[src/dcc_map.svh]
// register offsets, field positions and reset values of the comparator control block
`ifndef DCC_MAP_SVH
`define DCC_MAP_SVH
`define DCC_IDX_INTCTL     8'h0b
`define DCC_IDX_PIRF       8'h0c
`define DCC_IDX_CFG        8'h1f
`define DCC_IDX_PORTDIR    8'h85
`define DCC_IDX_PIEN       8'h8c
`define DCC_IDX_PORTDATA   8'h05
`define DCC_IDX_STATUS     8'hc0
`define DCC_IDX_MASK       8'hc1
`define DCC_IDX_CTRL       8'hc2
`define DCC_BIT_CHG        6
`define DCC_BIT_PERIPHERAL_IRQ_GATE       6
`define DCC_BIT_GIE        7
`define DCC_BIT_OUT2       7
`define DCC_BIT_OUT1       6
`define DCC_BIT_INV2       5
`define DCC_BIT_INV1       4
`define DCC_BIT_CIS        3
`define DCC_PIN_FIRST      3
`define DCC_PIN_SECOND     4
`define DCC_RST_CFG        8'h00
`define DCC_RST_PIRF       8'h00
`define DCC_RST_PIEN       8'h00
`define DCC_RST_INTCTL     8'h00
`define DCC_RST_PORTDIR    8'hff
`define DCC_RST_STAT       2'h0
`define DCC_PIRF_WMASK     8'hf7
`define DCC_PIEN_WMASK     8'hf7
`define DCC_ADDR_UNUSED    2'h0
`define DCC_RESP_OKAY      2'h0
`define DCC_RESP_SLVERR    2'h2
`define DCC_MODE_RESET     3'h0
`define DCC_MODE_ONE_OUT   3'h1
`define DCC_MODE_VREF      3'h2
`define DCC_MODE_TWO_OUT   3'h6
`define DCC_MODE_OFF       3'h7
`endif

[src/dcc_pkg.sv]
// types shared by the comparator control block
package dcc_pkg;
   typedef logic [2:0] dcc_mode_t;
   typedef enum logic [1:0] {
      DCC_W_IDLE = 2'b00,
      DCC_W_RESP = 2'b01
   } dcc_wstate_t;
endpackage

[src/dcc_sync.sv]
// two-flop synchroniser for a bundle of levels
`timescale 1ns/1ps
module dcc_sync #(
   parameter int WIDTH = 2
) (
   input  wire logic             clk_in,
   input  wire logic             nrst_in,
   input  wire logic [WIDTH-1:0] async_in,
   output logic      [WIDTH-1:0] sync_out
);
   logic [WIDTH-1:0] meta_reg;
   always_ff @(posedge clk_in or negedge nrst_in) begin
      if (!nrst_in) begin
         meta_reg <= '0;
         sync_out <= '0;
      end else begin
         meta_reg <= async_in;
         sync_out <= meta_reg;
      end
   end
endmodule

[src/dcc_top.sv]
// comparator mode, status, pin routing and change interrupt behind an axi4-lite slave
//
// The AXI4-Lite interface to the registers was decided locally.
`timescale 1ns/1ps
`include "dcc_map.svh"
module dcc_top
   import dcc_pkg::*;
#(
   parameter int NPINS = 8
) (
   input  wire logic             clk_in,
   input  wire logic             nrst_in,
   input  wire logic [31:0]      s_axi_awaddr,
   input  wire logic             s_axi_awvalid,
   output logic                  s_axi_awready,
   input  wire logic [31:0]      s_axi_wdata,
   input  wire logic [3:0]       s_axi_wstrb,
   input  wire logic             s_axi_wvalid,
   output logic                  s_axi_wready,
   output logic [1:0]            s_axi_bresp,
   output logic                  s_axi_bvalid,
   input  wire logic             s_axi_bready,
   input  wire logic [31:0]      s_axi_araddr,
   input  wire logic             s_axi_arvalid,
   output logic                  s_axi_arready,
   output logic [31:0]           s_axi_rdata,
   output logic [1:0]            s_axi_rresp,
   output logic                  s_axi_rvalid,
   input  wire logic             s_axi_rready,
   input  wire logic [1:0]       comp_raw_in,
   input  wire logic             sleep_in,
   input  wire logic [NPINS-1:0] port_latch_in,
   input  wire logic [NPINS-1:0] port_pin_in,
   output logic [NPINS-1:0]      port_pin_out,
   output logic [NPINS-1:0]      port_pin_oe_out,
   output logic [NPINS-1:0]      analog_sel_out,
   output logic [1:0]            comp_power_out,
   output logic                  vref_to_pos_out,
   output logic                  first_neg_alt_out,
   output logic                  second_neg_alt_out,
   output logic                  cpu_irq_out,
   output logic                  wake_out,
   output logic                  irq_out
);
   ////////////////////////////////////////////////////////////////////////////////
   // registers and decode
   logic [7:0]       comparator_config_reg;
   logic [7:0]       peripheral_irq_flags_reg;
   logic [7:0]       peripheral_irq_enables_reg;
   logic [7:0]       interrupt_control_reg;
   logic [7:0]       port_pin_direction_reg;
   logic [1:0]       stat_reg;
   logic [1:0]       mask_reg;
   logic [1:0]       latched_reg;
   logic [1:0]       result_sync;
   logic [1:0]       result_now;
   logic [1:0]       pin_result;
   dcc_mode_t        comparator_mode_field;
   logic             aw_held_reg;
   logic             w_held_reg;
   logic [7:0]       aw_idx_reg;
   logic [31:0]      w_data_reg;
   logic [3:0]       w_strb_reg;
   dcc_wstate_t      wstate_reg;
   logic             wr_fire;
   logic             rd_fire;
   logic [7:0]       rd_idx;
   logic             cfg_access;
   logic             mismatch;
   logic             chg_set;
   logic             chg_wr;
   logic             wr_low_lane;
   logic [31:0]      rd_word;
   logic             rd_ok;
   logic             wr_ok;
   logic [NPINS-1:0] analog_pins;
   logic [NPINS-1:0] port_read;
   logic             irq_req;

   assign comparator_mode_field = comparator_config_reg[2:0];
   assign wr_fire     = aw_held_reg && w_held_reg && (wstate_reg == DCC_W_IDLE);
   assign rd_idx      = s_axi_araddr[9:2];
   assign rd_fire     = s_axi_arvalid && s_axi_arready;
   assign wr_low_lane = w_strb_reg[0];
   assign wr_ok       = (aw_idx_reg == `DCC_IDX_INTCTL) || (aw_idx_reg == `DCC_IDX_PIRF)
                        || (aw_idx_reg == `DCC_IDX_CFG) || (aw_idx_reg == `DCC_IDX_PORTDIR)
                        || (aw_idx_reg == `DCC_IDX_PIEN) || (aw_idx_reg == `DCC_IDX_PORTDATA)
                        || (aw_idx_reg == `DCC_IDX_STATUS) || (aw_idx_reg == `DCC_IDX_MASK)
                        || (aw_idx_reg == `DCC_IDX_CTRL);
   assign cfg_access  = (rd_fire && (rd_idx == `DCC_IDX_CFG))
                        || (wr_fire && (aw_idx_reg == `DCC_IDX_CFG));

   ////////////////////////////////////////////////////////////////////////////////
   // comparator results
   dcc_sync #(
      .WIDTH (2)
   ) u_sync (
      .clk_in   (clk_in),
      .nrst_in  (nrst_in),
      .async_in (comp_raw_in),
      .sync_out (result_sync)
   );

   // raw input high means positive above negative; gated off when powered down
   assign pin_result[0] = (comp_raw_in[0] & comp_power_out[0])
                          ^ comparator_config_reg[`DCC_BIT_INV1];
   assign pin_result[1] = (comp_raw_in[1] & comp_power_out[1])
                          ^ comparator_config_reg[`DCC_BIT_INV2];
   assign result_now[0] = (result_sync[0] & comp_power_out[0])
                          ^ comparator_config_reg[`DCC_BIT_INV1];
   assign result_now[1] = (result_sync[1] & comp_power_out[1])
                          ^ comparator_config_reg[`DCC_BIT_INV2];
   assign mismatch = (result_now != latched_reg);

   // the relatch cycle wins, so a change exactly then may go unflagged
   assign chg_set = mismatch && !cfg_access;

   always_ff @(posedge clk_in or negedge nrst_in) begin
      if (!nrst_in) begin
         latched_reg <= `DCC_RST_STAT;
      end else if (cfg_access) begin
         latched_reg <= result_now;
      end
   end

   ////////////////////////////////////////////////////////////////////////////////
   // mode decode
   always_comb begin
      comp_power_out     = 2'b11;
      vref_to_pos_out    = 1'b0;
      first_neg_alt_out  = 1'b0;
      second_neg_alt_out = 1'b0;
      analog_pins        = '0;
      unique case (comparator_mode_field)
         `DCC_MODE_RESET: begin
            comp_power_out = 2'b00;
            analog_pins[3:0] = 4'hf;
         end
         `DCC_MODE_ONE_OUT: begin
            analog_pins[2:0] = 3'h7;
            first_neg_alt_out = comparator_config_reg[`DCC_BIT_CIS];
         end
         `DCC_MODE_VREF: begin
            analog_pins[3:0] = 4'hf;
            vref_to_pos_out = 1'b1;
            first_neg_alt_out  = comparator_config_reg[`DCC_BIT_CIS];
            second_neg_alt_out = comparator_config_reg[`DCC_BIT_CIS];
         end
         3'h3, 3'h4, 3'h5: begin
            analog_pins[3:0] = 4'hf;
         end
         `DCC_MODE_TWO_OUT: begin
            analog_pins[2:0] = 3'h7;
         end
         `DCC_MODE_OFF: begin
            comp_power_out = 2'b00;
         end
      endcase
   end
   assign analog_sel_out = analog_pins;

   ////////////////////////////////////////////////////////////////////////////////
   // pins
   genvar gi;
   generate
      for (gi = 0; gi < NPINS; gi++) begin : g_pin
         logic routed;
         always_comb begin
            routed = 1'b0;
            if ((comparator_mode_field == `DCC_MODE_TWO_OUT)
                || (comparator_mode_field == `DCC_MODE_ONE_OUT)) begin
               routed = (gi == `DCC_PIN_FIRST) || (gi == `DCC_PIN_SECOND);
            end
         end
         assign port_pin_out[gi] = routed ? pin_result[(gi == `DCC_PIN_SECOND) ? 1 : 0]
                                          : port_latch_in[gi];
         assign port_pin_oe_out[gi] = !port_pin_direction_reg[gi] && !analog_pins[gi];
         assign port_read[gi] = analog_pins[gi] ? 1'b0 : port_pin_in[gi];
      end
   endgenerate

   ////////////////////////////////////////////////////////////////////////////////
   // software registers
   assign chg_wr = wr_fire && wr_low_lane && (aw_idx_reg == `DCC_IDX_PIRF);

   always_ff @(posedge clk_in or negedge nrst_in) begin
      if (!nrst_in) begin
         peripheral_irq_flags_reg <= `DCC_RST_PIRF;
      end else begin
         if (chg_wr) begin
            peripheral_irq_flags_reg <= w_data_reg[7:0] & `DCC_PIRF_WMASK;
         end
         if (chg_set) begin
            peripheral_irq_flags_reg[`DCC_BIT_CHG] <= 1'b1;
         end
      end
   end

   always_ff @(posedge clk_in or negedge nrst_in) begin
      if (!nrst_in) begin
         comparator_config_reg <= `DCC_RST_CFG;
      end else begin
         comparator_config_reg[7:6] <= result_now;
         if (wr_fire && wr_low_lane && (aw_idx_reg == `DCC_IDX_CFG)) begin
            comparator_config_reg[5:0] <= w_data_reg[5:0];
         end
      end
   end

   always_ff @(posedge clk_in or negedge nrst_in) begin
      if (!nrst_in) begin
         peripheral_irq_enables_reg <= `DCC_RST_PIEN;
         interrupt_control_reg      <= `DCC_RST_INTCTL;
         port_pin_direction_reg     <= `DCC_RST_PORTDIR;
         mask_reg                   <= `DCC_RST_STAT;
      end else if (wr_fire && wr_low_lane) begin
         if (aw_idx_reg == `DCC_IDX_PIEN) begin
            peripheral_irq_enables_reg <= w_data_reg[7:0] & `DCC_PIEN_WMASK;
         end
         if (aw_idx_reg == `DCC_IDX_INTCTL) begin
            interrupt_control_reg <= w_data_reg[7:0];
         end
         if (aw_idx_reg == `DCC_IDX_PORTDIR) begin
            port_pin_direction_reg <= w_data_reg[7:0];
         end
         if (aw_idx_reg == `DCC_IDX_MASK) begin
            mask_reg <= w_data_reg[1:0];
         end
      end
   end

   // status: bit0 flag raised, bit1 wake request; write one clears, set wins
   always_ff @(posedge clk_in or negedge nrst_in) begin
      if (!nrst_in) begin
         stat_reg <= `DCC_RST_STAT;
      end else begin
         for (int i = 0; i < 2; i++) begin
            if (wr_fire && wr_low_lane && (aw_idx_reg == `DCC_IDX_STATUS) && w_data_reg[i]) begin
               stat_reg[i] <= 1'b0;
            end
         end
         if (chg_set) begin
            stat_reg[0] <= 1'b1;
         end
         if (wake_out) begin
            stat_reg[1] <= 1'b1;
         end
      end
   end

   assign irq_req = peripheral_irq_flags_reg[`DCC_BIT_CHG]
                    && peripheral_irq_enables_reg[`DCC_BIT_CHG]
                    && interrupt_control_reg[`DCC_BIT_PERIPHERAL_IRQ_GATE];
   assign cpu_irq_out = irq_req && interrupt_control_reg[`DCC_BIT_GIE];
   assign wake_out    = irq_req && sleep_in;
   assign irq_out     = |(stat_reg & mask_reg);

   ////////////////////////////////////////////////////////////////////////////////
   // axi4-lite write channel
   assign s_axi_awready = !aw_held_reg;
   assign s_axi_wready  = !w_held_reg;

   always_ff @(posedge clk_in or negedge nrst_in) begin
      if (!nrst_in) begin
         aw_held_reg  <= 1'b0;
         w_held_reg   <= 1'b0;
         aw_idx_reg   <= 8'h00;
         w_data_reg   <= 32'h0000_0000;
         w_strb_reg   <= 4'h0;
         wstate_reg   <= DCC_W_IDLE;
         s_axi_bvalid <= 1'b0;
         s_axi_bresp  <= `DCC_RESP_OKAY;
      end else begin
         if (s_axi_awvalid && s_axi_awready) begin
            aw_held_reg <= 1'b1;
            aw_idx_reg  <= s_axi_awaddr[9:2];
         end
         if (s_axi_wvalid && s_axi_wready) begin
            w_held_reg <= 1'b1;
            w_data_reg <= s_axi_wdata;
            w_strb_reg <= s_axi_wstrb;
         end
         unique case (wstate_reg)
            DCC_W_IDLE: begin
               if (wr_fire) begin
                  s_axi_bvalid <= 1'b1;
                  s_axi_bresp  <= wr_ok ? `DCC_RESP_OKAY : `DCC_RESP_SLVERR;
                  wstate_reg   <= DCC_W_RESP;
               end
            end
            DCC_W_RESP: begin
               if (s_axi_bready) begin
                  s_axi_bvalid <= 1'b0;
                  aw_held_reg  <= 1'b0;
                  w_held_reg   <= 1'b0;
                  wstate_reg   <= DCC_W_IDLE;
               end
            end
         endcase
      end
   end

   ////////////////////////////////////////////////////////////////////////////////
   // axi4-lite read channel
   assign s_axi_arready = !s_axi_rvalid;

   always_comb begin
      rd_word = 32'h0000_0000;
      rd_ok   = 1'b1;
      unique case (rd_idx)
         `DCC_IDX_INTCTL:   rd_word[7:0] = interrupt_control_reg;
         `DCC_IDX_PIRF:     rd_word[7:0] = peripheral_irq_flags_reg;
         `DCC_IDX_CFG:      rd_word[7:0] = comparator_config_reg;
         `DCC_IDX_PORTDIR:  rd_word[7:0] = port_pin_direction_reg;
         `DCC_IDX_PIEN:     rd_word[7:0] = peripheral_irq_enables_reg;
         `DCC_IDX_PORTDATA: rd_word[NPINS-1:0] = port_read;
         `DCC_IDX_STATUS:   rd_word[1:0] = stat_reg;
         `DCC_IDX_MASK:     rd_word[1:0] = mask_reg;
         `DCC_IDX_CTRL:     rd_word[1:0] = latched_reg;
         default:           rd_ok = 1'b0;
      endcase
   end

   always_ff @(posedge clk_in or negedge nrst_in) begin
      if (!nrst_in) begin
         s_axi_rvalid <= 1'b0;
         s_axi_rdata  <= 32'h0000_0000;
         s_axi_rresp  <= `DCC_RESP_OKAY;
      end else if (rd_fire) begin
         s_axi_rvalid <= 1'b1;
         s_axi_rdata  <= rd_word;
         s_axi_rresp  <= rd_ok ? `DCC_RESP_OKAY : `DCC_RESP_SLVERR;
      end else if (s_axi_rready) begin
         s_axi_rvalid <= 1'b0;
      end
   end
endmodule

[config.mk]
export PLATFORM = sky130hd
export DESIGN_NAME = dcc_top
export DESIGN_NICKNAME = d
export VERILOG_FILES = /design/src/dcc_pkg.sv /design/src/dcc_sync.sv /design/src/dcc_top.sv
export VERILOG_INCLUDE_DIRS = /design/src
export SDC_FILE = /design/constraint.sdc
export NUM_CORES = 1
export LEC_CHECK = 0
export BUFFER_PORTS_ARGS = -buffer_cell sky130_fd_sc_hd__buf_2
export CORE_MARGIN = 2
export CORE_UTILIZATION = 45
export CTS_BUF_LIST = sky130_fd_sc_hd__clkbuf_4
export CTS_CLUSTER_SIZE = 20
export DETAILED_ROUTE_END_ITERATION = 8
export GPL_ROUTABILITY_DRIVEN = 1
export PLACE_DENSITY = 0.87
export SLEW_MARGIN = 30
export SYNTH_ARGS = -nofsm -noshare
export SYNTH_HDL_FRONTEND = slang
export SYNTH_SLANG_ARGS = --single-unit
export TNS_END_PERCENT = 30
[constraint.sdc]
create_clock -name clk_in -period 2.5 [get_ports clk_in]
set_input_delay 0.125 -clock clk_in [delete_from_list [all_inputs] [get_ports clk_in]]
set_output_delay 0.125 -clock clk_in [all_outputs]
set_load 0.01 [all_outputs]
=== Word-level counts from Yosys, hierarchy flattened ===
Index checks and enable logic that the tools add are counted.

* Eq/ne operators: 29
* Multiplexer cells: 38
* Bitwise gates (word level): 9
* Reduce and logical (&&, ||, !) cells: 66

{| class="wikitable"
|+ Operators with widths
! kind !! count
|-
| 8-bit equality test (second input constant) || 10
|-
| 6-bit case mux with 6 select lines || 1
|-
| 8-bit by 4-bit equality test with 1-bit output (second input constant) || 4
|-
| 1-bit 2-to-1 mux || 27
|-
| 1-bit logical AND || 22
|-
| 2-bit case mux with 9 select lines || 1
|-
| 8-bit by 3-bit equality test with 1-bit output (second input constant) || 2
|-
| 8-bit by 5-bit equality test with 1-bit output (second input constant) || 2
|-
| 1-bit logical NOT || 16
|-
| 3-bit equality test (second input constant) || 4
|-
| 2-bit AND reduction || 6
|-
| 1-bit logical OR || 10
|-
| 2-bit 2-to-1 mux || 5
|-
| 9-bit OR reduction || 1
|-
| 2-bit nonzero test || 4
|-
| 7-bit 2-to-1 mux || 1
|-
| 7-bit OR reduction || 1
|-
| 3-bit by 2-bit equality test with 1-bit output (second input constant) || 2
|-
| 2-bit OR reduction || 3
|-
| 5-bit OR reduction || 1
|-
| 1-bit bitwise AND || 4
|-
| 2-bit != test (second input constant) || 2
|-
| 2-bit case mux with 2 select lines || 1
|-
| 1-bit XOR || 4
|-
| 8 further kinds || 8
|}

* Logic and storage cells: 166
* Register bits: 83
* Input port bits: 126

=== Depth between registers and ports, before layout ===
Gate-level depths: netlist (run 1).

* Word-level depth: 10
* Mapped depth: 7
* Mapped depth without buffers: 5

=== Modules after synthesis ===
From an unflattened synthesis (run 1), not the netlist that was laid out.

* Cell total of the unflattened synthesis: 376
* Area total of the unflattened synthesis: 4256.6 um^2

{| class="wikitable"
|+ By module, submodules not included
! module !! times used !! area each (um^2) !! cells each !! sequential area each (um^2)
|-
| dcc_top || 1 || 4156.5 || 372 || 1886.8
|-
| dcc_sync || 1 || 100.1 || 4 || 100.1
|}

=== Worst setup path after synthesis (run 1) ===
Ideal clock, no wire load.

* Path kind: flip-flop to flip-flop
* Start: register aw_idx_reg[7]
* End: register latched_reg[0]
* Data required time: 2.375 ns
* Slack: 0.721 ns
* Cell stages (with the launch flop): 5
* Period minus slack after synthesis: 1.779 ns
* Setup time: 0.125 ns
* Data arrival time: 1.655 ns
* Cell sequence: dfrtp_1 > nand4b_1 > or4_1 > o2bb2ai_1 > mux2_2

* Cells in the longest elaborated chain, start to end: 3

{| class="wikitable"
|+ Ends and longest elaborated chain
! what !! RTL line !! RTL
|-
| start: declaration || dcc_top.sv:61 || <nowiki>logic [7:0] aw_idx_reg;</nowiki>
|-
| start signal: assignment || dcc_top.sv:276 || <nowiki>aw_idx_reg <= s_axi_awaddr[9:2];</nowiki>
|-
| 8-bit by 5-bit equality test with 1-bit output (no source line) || -- ||
|-
| 1-bit logical AND || dcc_top.sv:91 || <nowiki>|| (wr_fire && (aw_idx_reg == `DCC_IDX_CFG));</nowiki>
|-
| 1-bit logical OR || dcc_top.sv:90 || <nowiki>assign cfg_access = (rd_fire && (rd_idx == `DCC_IDX_CFG))</nowiki>
|-
| end signal: assignment || dcc_top.sv:120 || <nowiki>latched_reg <= `DCC_RST_STAT;</nowiki>
|-
| end signal: assignment || dcc_top.sv:122 || <nowiki>latched_reg <= result_now;</nowiki>
|-
| end: declaration || dcc_top.sv:54 || <nowiki>logic [1:0] latched_reg;</nowiki>
|}

Every way passes these cells.
A chain may end at the register's enable or synchronous reset.

=== Final worst setup path (run 1) ===
* Start: register comparator_config_reg[1]
* End: register peripheral_irq_flags_reg[6]

* Cells in the longest elaborated chain, start to end: 8
* Elaborated cells on any way between the ends: 12

{| class="wikitable"
|+ Ends and longest elaborated chain
! what !! RTL line !! RTL
|-
| start: declaration || dcc_top.sv:47 || <nowiki>logic [7:0] comparator_config_reg;</nowiki>
|-
| start signal: assignment || dcc_top.sv:201 || <nowiki>comparator_config_reg <= `DCC_RST_CFG;</nowiki>
|-
| start signal: assignment || dcc_top.sv:205 || <nowiki>comparator_config_reg[5:0] <= w_data_reg[5:0];</nowiki>
|-
| 3-bit equality test or 3-bit logical NOT (tied branches) || dcc_top.sv:134 || <nowiki>unique case (comparator_mode_field)</nowiki>
|-
| 2-bit OR reduction (no source line) (*) || -- ||
|-
| 2-bit 2-to-1 mux (*) || dcc_top.sv:134 ||
|-
| 1-bit bitwise AND (on tied branches) || dcc_top.sv:109, dcc_top.sv:111 ||
|-
| 1-bit XOR (on tied branches) || dcc_top.sv:109, dcc_top.sv:111 ||
|-
| 2-bit != test (*) || dcc_top.sv:113 || <nowiki>assign mismatch = (result_now != latched_reg);</nowiki>
|-
| 1-bit logical AND (*) || dcc_top.sv:116 || <nowiki>assign chg_set = mismatch && !cfg_access;</nowiki>
|-
| 1-bit 2-to-1 mux or 2-bit nonzero test (tied branches) || -- ||
|-
| end signal: assignment || dcc_top.sv:188 || <nowiki>peripheral_irq_flags_reg <= `DCC_RST_PIRF;</nowiki>
|-
| end signal: assignment || dcc_top.sv:191 || <nowiki>peripheral_irq_flags_reg <= w_data_reg[7:0] & `DCC_PIRF_WMASK;</nowiki>
|-
| end: declaration || dcc_top.sv:48 || <nowiki>logic [7:0] peripheral_irq_flags_reg;</nowiki>
|}

Every way passes the cells marked *; elsewhere a longest branch is shown, timed or not.

==> results of run 1 <==
## metrics by stage
stage / instances / instance area (µm²)
finish: 581 / 4890
global route: 581 / 4890
CTS: 581 / 4890
detailed placement: 541 / 4510
global placement: 541 / 4510
floorplan: 397 / 4280
## area by class of cell
type | count | area share
multi-input cells | 251 | 0.384
inverters | 12 | 0.00920
clock buffers | 11 | 0.0169
well taps | 111 | 0.0284
repair buffers | 112 | 0.144
flip-flops and latches | 79 | 0.406
clock inverters | 5 | 0.0120
## power by group
group          switching [mW]  internal (mW)  total, mW
sequential              0.339           1.58       1.92
combinational           0.421          0.454      0.875
clock                   0.442          0.327      0.770
total                    1.20           2.36       3.56
## worst min-delay path, cell delays in order
cell	delay, ns
buf_2	0.09
a221oi_1	0.06
a31oi_1	0.16
## synthesized netlist by cell type, types with 4 or more instances
master,count
dfrtp_1,71
mux2_2,54
buf_4,39
nor2_1,18
nand2_1,17
inv_1,12
clkbuf_1,11
a22oi_1,10
o21ai_0,9
dfstp_2,8
a21oi_1,7
nor2b_1,7
nor3_1,6
a31oi_1,5
nand2b_1,5
xor2_1,5
a221oi_1,4
and3_1,4
nand3_1,4
nand3b_1,4
o22ai_1,4
## per-layer routing
metal | vias up | share of wire | routed length, µm
li1 | 1461 | - | -
met1 | 1614 | 0.41 | 4150
met3 | 21 | 0.091 | 920
met2 | 178 | 0.49 | 4940
met5 | - | 0 | 0
met4 | 0 | 0.014 | 143
## logic make-up (layout without fill, tap and decap cells)
logic type / count (synthesis) / count (layout) / share of synthesized area
other: 1 / 30 / 0.000899
xor gates and xnor gates: 7 / 7 / 0.0213
AOI/OAI and AO/OA: 63 / 63 / 0.109
buffers and inverters: 67 / 140 / 0.0998
DFF: 79 / 79 / 0.476
muxes: 57 / 57 / 0.153
and+or+nand+nor: 94 / 94 / 0.140
## worst paths after layout
path                                          start                            end  slack, ns
setup / recovery           comparator_config_reg[1]    peripheral_irq_flags_reg[6]       0.45
hold reg to reg                  u_sync.meta_reg[1]             u_sync.sync_out[1]       0.37
min in group asynchronous                   nrst_in                    aw_held_reg       0.26
hold / removal                       port_pin_in[4]                 s_axi_rdata[4]       0.04
setup reg to reg           comparator_config_reg[1]    peripheral_irq_flags_reg[6]       0.45
max in group asynchronous                   nrst_in  peripheral_irq_enables_reg[0]       1.75
==> flow_metrics.py, run 1 <==
metrics = {
    "placement": {
        "gp_congestion": 0.930,
        "portBuffers": 81,
        "dp_slack_ns": 0.495,
        "post-dp-hpwl_um": 7420,
    },
    "cts": {
        "cts.sinks": 79,
        "post_cts_resized": 0,
        "cts_made_buffers": 9,
        "clkTransAtPathRegs_ns": 0.13,
        "cts_buffer_depth": 2,
        "worstSkewPairLatency_ns": 0.44,
        "htreeDepth": 3,
        "cts_setup_buffers": 0,
        "cts_tree": "done",
        "cts-root-buf": "clkbuf_4",
        "ctsHoldBuffers": 24,
    },
    "setup_path": {
        "cp_max_fo": 12,
        "path_cells": "and3_1 -> nor3b_1 -> xnor3_1 -> a21oi_1 -> a211o_1",
        "max_stage_delay_ns": 0.53,
        "cp_num_buf_inv": 0,
        "crit_path_start_kind": "flip-flop",
        "required_ns": 2.89,
        "cp.arrival_ns": 2.44,
        "r2r_cells": 5,
        "end_kind": "flip-flop",
        "worst-path-stages": 5,
        "criticalPathCategory": "reg2reg",
        "crit_family": "simple AND/OR/NAND/NOR gates",
        "cpMaxStageDelayCell": "dfrtp_1",
    },
    "power_and_ir_drop": {
        "leakagePower_nw": 2.30,
        "finalPower_mw": 3.56,
        "power.density_nw_per_um2": 728,
        "ir_worst_vdd_uv": 536,
    },
    "finish": {
        "nFillCells": 798,
        "mostFrequentLayoutCell": "buf_2",
        "nNetsFinal": 591,
        "drive_above_1_share": 0.379,
        "antennaDiodeCount": 0,
        "area_growth_pct": 17.3,
        "layout_common_cells": "buf_2 (80), dfrtp_1 (71), mux2_2 (54)",
        "final_core_util": 0.537,
        "seqCellArea_um2": 1990,
        "multi_input_area_um2": 1880,
    },
    "timing": {
        "slew_headroom": 0.536,
        "layout_min_cycle_time_ns": 2.05,
        "clock.fmax_ghz": 0.487,
        "holdWs_ns": 0.0378,
        "finalHoldViolCount": 0,
        "post-route-period-util": 0.821,
        "setup_viol": 0,
        "max_slew.worst_pin.slew_ns": 0.696,
        "slew_viol_final": 0,
        "setup_tns_ns": 0,
        "finClkSkew_ns": 0.0199,
        "fin_ws_ns": 0.447,
        "rsz0062_at_grt": "no",
    },
    "outcome": {
        "status": "completed",
    },
    "logic_synthesis": {
        "netlist_instances": 368,
        "synth_area_um2": 4170,
        "synth_ff_type": "dfrtp_1",
        "yosysUniqueCellTypes": 60,
        "synthTopCellsByArea": "dfrtp_1 (43%), mux2_2 (15%), buf_4 (7.0%)",
        "yosys_warnings": 0,
        "async_reset_ff_frac": 1.00,
        "ys_seq_area_frac": 0.476,
        "synth.top_cell.area_share": 0.426,
        "synth_edf_count": 0,
        "avgSynthCellArea_um2": 11.3,
        "ys_ff_latch": 79,
        "synth_top_cell_by_area": "dfrtp_1",
    },
    "die": {
        "core_area_um2": 9110,
        "die_x_um": 100,
        "die-area_um2": 10100,
        "ios": 199,
        "die_y_um": 100,
        "num_rows": 35,
        "start_util": 0.458,
    },
    "grt": {
        "met1_usage": 0.258,
        "antenna_found_initial": 0,
        "grt_pass1_wl_um": 16000,
        "globalRouteOverflowTotal": 0,
        "grt.met3_usage": 0.0648,
        "grt_max_degree": 80,
        "grt_busiest_layer": "met2",
        "grt_pass1_vias": 3208,
        "use_met2": 0.345,
        "grt_use_total": 0.206,
    },
    "detailed_routing": {
        "wire_per_inst_um": 17.5,
        "antenna_left": 0,
        "viasPerCell": 5.64,
        "drtIter0Drc": 175,
        "drc": 0,
        "drt_wl_total_um": 10200,
        "dr.pass1.iters": 6,
        "vias": 3274,
    },
    "job": {
        "maxCapViolations": 0,
    },
    "hold_path": {
        "holdPathStages": 3,
        "hold_path.class": "in2reg",
    },
}
No activity file was read; power rests on OpenSTA's default activity.
==> run 2, diff against run 1 <==
ABC_AREA = 1   (was default)
PLACE_DENSITY = 0.86   (was 0.87)
clock period = 2.1 ns   (was 2.5 ns; I/O delays follow)
==> run 2 against run 1 <==
Register-to-register slack hardly changed. Routed wire length is 2.9% higher. Combinational power is 58% higher. Cell count is 34% higher. Design area is 4.8% higher. Setup slack worse by 0.29 ns. Clock power is 21% higher. Non-clock buffer count stayed put. Clock skew is 0.0024 ns lower. Critical path depth is 2 higher. Via count is 18% higher. Critical path type is now reg2out.
==> flow_metrics.py, run 2 <==
metrics = {
    "power_and_ir_drop": {
        "pwr-share-comb": 0.309,
        "power.density_nw_per_um2": 871,
        "intPower_mw": 2.72,
        "switching_share": 0.392,
        "finalPower_mw": 4.47,
        "p_seq_frac": 0.482,
        "p_switching_mw": 1.75,
        "leakagePower_nw": 2.58,
        "ir_worst_vdd_uv": 575,
        "clkPwrFrac": 0.209,
    },
    "setup_path": {
        "required_ns": 2.00,
        "criticalPathCategory": "reg2out",
        "r2r_cells": 6,
        "cp.arrival_ns": 1.84,
        "crit_start": "comparator_config_reg[0]",
        "r2r-start": "aw_idx_reg[7]",
        "r2r_setup_slack_ns": 0.45,
        "end_kind": "primary output",
        "crit_path_start_kind": "flip-flop",
        "endpoint": "port_pin_out[4]",
        "cp_max_fo": 11,
        "r2r_end": "interrupt_control_reg[2]",
    },
    "cts": {
        "cts_buffer_depth": 2,
        "clkTransAtPathRegs_ns": 0.13,
        "cts_tree": "done",
        "htreeDepth": 3,
        "cts.sinks": 79,
        "cts-root-buf": "clkbuf_4",
        "worstSkewPairLatency_ns": 0.44,
        "cts_made_buffers": 9,
    },
    "grt": {
        "antenna_found_initial": 0,
        "grt_pass1_wl_um": 16900,
        "grt_use_total": 0.206,
        "globalRouteOverflowTotal": 0,
        "grt_pass1_vias": 3576,
        "grt_max_degree": 80,
    },
    "hold_path": {
        "hold_path.class": "in2reg",
    },
    "timing": {
        "layout_min_cycle_time_ns": 1.95,
        "post-route-period-util": 0.927,
        "clock.fmax_ghz": 0.514,
        "finalHoldViolCount": 0,
        "max_slew.worst_pin.slew_ns": 0.613,
        "slew_viol_final": 0,
        "slew_headroom": 0.591,
        "setup_tns_ns": 0,
        "rsz0062_at_grt": "no",
        "setup_viol": 0,
        "finClkSkew_ns": 0.0175,
    },
    "finish": {
        "antennaDiodeCount": 0,
        "area_growth_pct": 17.0,
        "nNetsFinal": 769,
        "multi_input_area_um2": 1910,
        "nFillCells": 888,
        "layout_common_cells": "nand2_1 (129), buf_2 (81), dfrtp_1 (68)",
        "seqCellArea_um2": 1990,
        "drive_above_1_share": 0.272,
        "instances_no_fill": 781,
        "mostFrequentLayoutCell": "nand2_1",
        "stdcell_area_um2": 5130,
    },
    "logic_synthesis": {
        "ys_seq_area_frac": 0.453,
        "synth_ff_type": "dfrtp_1",
        "async_reset_ff_frac": 1.00,
        "synth_edf_count": 0,
        "yosys_warnings": 0,
        "synth_top_cell_by_area": "dfrtp_1",
        "avgSynthCellArea_um2": 8.06,
        "ys_ff_latch": 79,
        "synth_area_um2": 4390,
        "synthTopCellsByArea": "dfrtp_1 (41%), nand2_1 (11%), buf_4 (7.2%)",
        "yosysUniqueCellTypes": 34,
        "yosysMostFrequentCell": "nand2_1",
        "netlist_top_cells_count": "nand2_1 (129), dfrtp_1 (71), nor2_1 (52)",
        "netlist_instances": 544,
        "synth.top_cell.area_share": 0.405,
    },
    "detailed_routing": {
        "drt_wl_total_um": 10400,
        "wire_per_inst_um": 13.4,
        "drc": 0,
        "dr.pass1.iters": 5,
        "antenna_left": 0,
        "viasPerCell": 4.96,
        "drtIter0Drc": 253,
        "vias": 3877,
    },
    "die": {
        "die-area_um2": 10600,
        "start_util": 0.457,
        "core_area_um2": 9590,
        "num_rows": 36,
        "die_x_um": 103,
        "die_y_um": 103,
        "ios": 199,
    },
    "outcome": {
        "status": "completed",
    },
    "placement": {
        "dp.cells": 738,
        "gp_congestion": 0.924,
        "post-dp-hpwl_um": 7750,
        "portBuffers": 81,
        "placed_cell_area_um2": 4710,
    },
    "job": {
        "maxCapViolations": 0,
    },
}
==> run 2: worst min-delay path by stage <==
stage / startpoint / endpoint / depth (start not counted)
floorplan: nrst_in / aw_held_reg / 0
global placement: nrst_in / s_axi_rvalid / 2
detailed placement: nrst_in / s_axi_rvalid / 2
CTS: port_pin_in[4] / s_axi_rdata[4] / 7
global route: port_pin_in[4] / s_axi_rdata[4] / 7
finish: port_pin_in[4] / s_axi_rdata[4] / 7
==> run 2: area by class of cell <==
class | count | share of cell area
timing repair buffer | 112 | 0.139
clock buffer | 11 | 0.0161
sequential | 79 | 0.388
clock inverter | 5 | 0.0115
inverter | 56 | 0.0410
multi-input combinational | 385 | 0.372
tap | 133 | 0.0324
==> run 2: critical path: stages (launching register included) <==
cell and delay [ns]:
dfrtp_2 0.51, nand3_2 0.21, nand2_1 0.08, inv_1 0.11, nand2_1 0.08, xor2_1 0.15
a21oi_1 0.12, buf_2 0.14
==> run 2: power by group through the flow <==
stage	Clock (mW)	Combinational, mW	Sequential (mW)
after floorplan	0	1.03	2.10
after global placement	0	1.27	2.17
after detailed placement	0	1.32	2.19
after CTS	0.936	1.36	2.16
after global routing	1.01	1.57	2.20
final	0.934	1.38	2.16
==> run 2: metrics by stage <==
| stage | setup slack, ns | util | hold slack (ns) |
|---|---|---|---|
| floorplan | 0.692 | - | -0.191 |
| global placement | 0.535 | 0.491 | 0.164 |
| detailed placement | 0.502 | 0.491 | 0.176 |
| CTS | 0.0306 | 0.532 | 0.0318 |
| global route | 0.00385 | 0.535 | 0.0399 |
| finish | 0.153 | 0.535 | 0.0282 |
==> run 2: layer usage <==
layer | global-route usage | part of all wire | up-vias
met2 | 0.339 | 0.48 | 147
met4 | 0.0831 | 0.025 | 0
met1 | 0.269 | 0.43 | 1819
met5 | 0 | 0 | -
li1 | - | - | 1888
met3 | 0.0386 | 0.067 | 23
==> run 2: cell families after synthesis <==
| logic type | after synthesis | synth area share |
|---|---|---|
| flip-flops | 79 | 0.453 |
| other | 1 | 0.000855 |
| multiplexers | 3 | 0.00770 |
| AO/OA/AOI/OAI | 75 | 0.109 |
| XOR/XNOR | 2 | 0.00400 |
| AND/OR/NAND/NOR | 275 | 0.288 |
| buffers and inverters | 109 | 0.138 |
==> run 2: repair_timing <==
action                                  in CTS  in global routing
hold buffers                                25                  0
endpoints found under the setup margin       0                  2
gates resized for setup                      0                  5
setup buffers                                0                  2
hold endpoints to repair                    95                  0
==> run 3, diff against run 2 <==
--- a/config.mk
+++ b/config.mk
@@ -9,4 +9,5 @@
 export ABC_AREA = 1
 export BUFFER_PORTS_ARGS = -buffer_cell sky130_fd_sc_hd__buf_2
+export CAP_MARGIN = 25
 export CORE_MARGIN = 2
 export CORE_UTILIZATION = 45
==> constraint.sdc (replaced) <==
create_clock -name clk_in -period 2.1 [get_ports clk_in]
set_input_delay 0.105 -clock clk_in [delete_from_list [all_inputs] [get_ports clk_in]]
set_output_delay 0.105 -clock clk_in [all_outputs]
set_load 0.05 [all_outputs]
==> run 3 against run 2 <==
Critical path depth grew 1. Non-clock buffer count grew 8. Cell count grew 1.0%. Core utilization grew 0.73 points. Sequential cell count is the same. Via count grew 1.8%. Clock skew is essentially flat. Largest cell class unchanged.
==> flow_metrics.py, run 3 (synthesized netlist as in run 2, its figures left out) <==
metrics = {
    "outcome": {
        "status": "completed",
    },
    "cts": {
        "cts-root-buf": "clkbuf_4",
        "cts_buffer_depth": 2,
        "worstSkewPairLatency_ns": 0.45,
        "cts_tree": "done",
        "htreeDepth": 3,
        "clkTransAtPathRegs_ns": 0.13,
        "cts.sinks": 79,
        "cts_made_buffers": 9,
    },
    "setup_path": {
        "max_stage_delay_ns": 0.48,
        "criticalPathCategory": "reg2out",
        "r2r-start": "aw_idx_reg[7]",
        "crit_path_start_kind": "flip-flop",
        "cp.arrival_ns": 1.91,
        "crit_start": "comparator_config_reg[2]",
        "required_ns": 2.00,
        "cpMaxStageDelayCell": "dfrtp_2",
        "r2r_setup_slack_ns": 0.45,
        "end_kind": "primary output",
        "cp_max_fo": 11,
        "crit_top_cell": "nand2_1",
        "path_cells": "buf_4 -> nand3_4 -> nand2_1 -> inv_2 -> nand2_1 -> xor2_1 -> a21oi_2 -> buf_6",
    },
    "grt": {
        "globalRouteOverflowTotal": 0,
        "grt_max_degree": 80,
        "antenna_found_initial": 0,
        "grt_pass1_wl_um": 17300,
        "grt_pass1_vias": 3699,
        "grt_use_total": 0.213,
    },
    "hold_path": {
        "hold_path.class": "in2reg",
        "hold_start": "port_pin_in[7]",
    },
    "die": {
        "start_util": 0.457,
        "ios": 199,
        "core_area_um2": 9590,
        "die-area_um2": 10600,
        "num_rows": 36,
        "die_y_um": 103,
        "die_x_um": 103,
    },
    "finish": {
        "mostFrequentLayoutCell": "nand2_1",
        "area_growth_pct": 18.6,
        "drive_above_1_share": 0.288,
        "antennaDiodeCount": 0,
        "nNetsFinal": 777,
        "layout_common_cells": "nand2_1 (129), buf_2 (78), dfrtp_1 (68)",
        "instances_no_fill": 789,
    },
    "job": {
        "maxCapViolations": 0,
    },
    "timing": {
        "finClkSkew_ns": 0.0172,
        "slew_headroom": 0.528,
        "max_slew.worst_pin.slew_ns": 0.707,
        "holdWs_ns": 0.0139,
        "finalHoldViolCount": 0,
        "slew_viol_final": 0,
        "setup_viol": 0,
        "clock.fmax_ghz": 0.497,
        "post-route-period-util": 0.959,
        "layout_min_cycle_time_ns": 2.01,
    },
    "power_and_ir_drop": {
        "ir_worst_vdd_uv": 810,
        "power.density_nw_per_um2": 937,
        "leakagePower_nw": 2.62,
    },
    "detailed_routing": {
        "vias": 3945,
        "antenna_left": 0,
        "wire_per_inst_um": 13.7,
        "dr.pass1.iters": 5,
        "drt_wl_total_um": 10800,
        "drtIter0Drc": 296,
        "drc": 0,
        "viasPerCell": 5.00,
    },
    "placement": {
        "dp.cells": 736,
        "portBuffers": 81,
        "post-dp-hpwl_um": 7880,
        "gp_congestion": 0.978,
    },
}
==> run 3: cell types whose count changed in the layout (fill, tap and decap cells not counted), moves of 3 or more <==
cell     before  now
buf_4         5   14
a21oi_1      20   17
a21oi_2       0    3
buf_2        81   78
buf_6         0    3
==> run 3: metrics by stage <==
step                      TNS, ns  setup WS, ns  instance area, µm²  power (mW)  utilization
after global placement          0         0.350                4710        3.86        0.490
after global routing      -0.0146       -0.0146                5200        5.18        0.542
after detailed placement        0         0.283                4710        3.95        0.490
after CTS                       0        0.0138                5130        4.81        0.535
final                           0        0.0868                5200        4.87        0.542
after floorplan            -0.146       -0.0547                4510        3.59            -
==> run 3: routing by layer <==
layer  GRT usage  routed length, µm  share of wire  up-vias
met5           0                  0              0        -
met4       0.121                395          0.037        0
met3      0.0386                844          0.078       34
met2       0.339               5150           0.48      179
met1       0.275               4420           0.41     1843
li1            -                  -              -     1889
==> run 3: power breakdown <==
part | switching, mW | internal, mW
Combinational | 1.39 | 0.537
Sequential | 0.299 | 1.86
Clock | 0.538 | 0.250
==> run 3: worst max-delay path: cells and delay by family, from the launching register on <==
kind                   cells  cell delay, ns
AO/OA/AOI/OAI              1            0.14
XOR/XNOR                   1            0.16
AND/OR/NAND/NOR            3            0.26
flip-flops                 1            0.48
buffers and inverters      3            0.41
==> run 3: worst paths after layout <==
kind	endpoint	cells after the start
worst max-delay path	port_pin_out[3]	8
worst min-delay path	s_axi_rdata[7]	5
worst max register to register	interrupt_control_reg[1]	6
worst min register to register	u_sync.sync_out[1]	0
max in group asynchronous	w_data_reg[6]	2
min in group asynchronous	comparator_config_reg[3]	2
==> run 3: final cells by class <==
| cell class | instances | area [µm²] |
|---|---|---|
| flip-flops and latches | 79 | 1990 |
| clock inverters | 6 | 37.5 |
| clock buffers | 10 | 75.1 |
| inverters | 56 | 210 |
| multi-input cells | 385 | 1940 |
| well taps | 133 | 166 |
| repair buffers | 120 | 779 |
| fillers | 867 | 4390 |
==> run 3: what timing repair did <==
action | 4_1_cts | 5_1_grt
hold endpoints to repair | 95 | 0
setup endpoints to repair | 2 | 2
buffers inserted | 5 | 7
resized for setup | 9 | 4
hold buffers | 25 | 0
pin swaps | 0 | 1
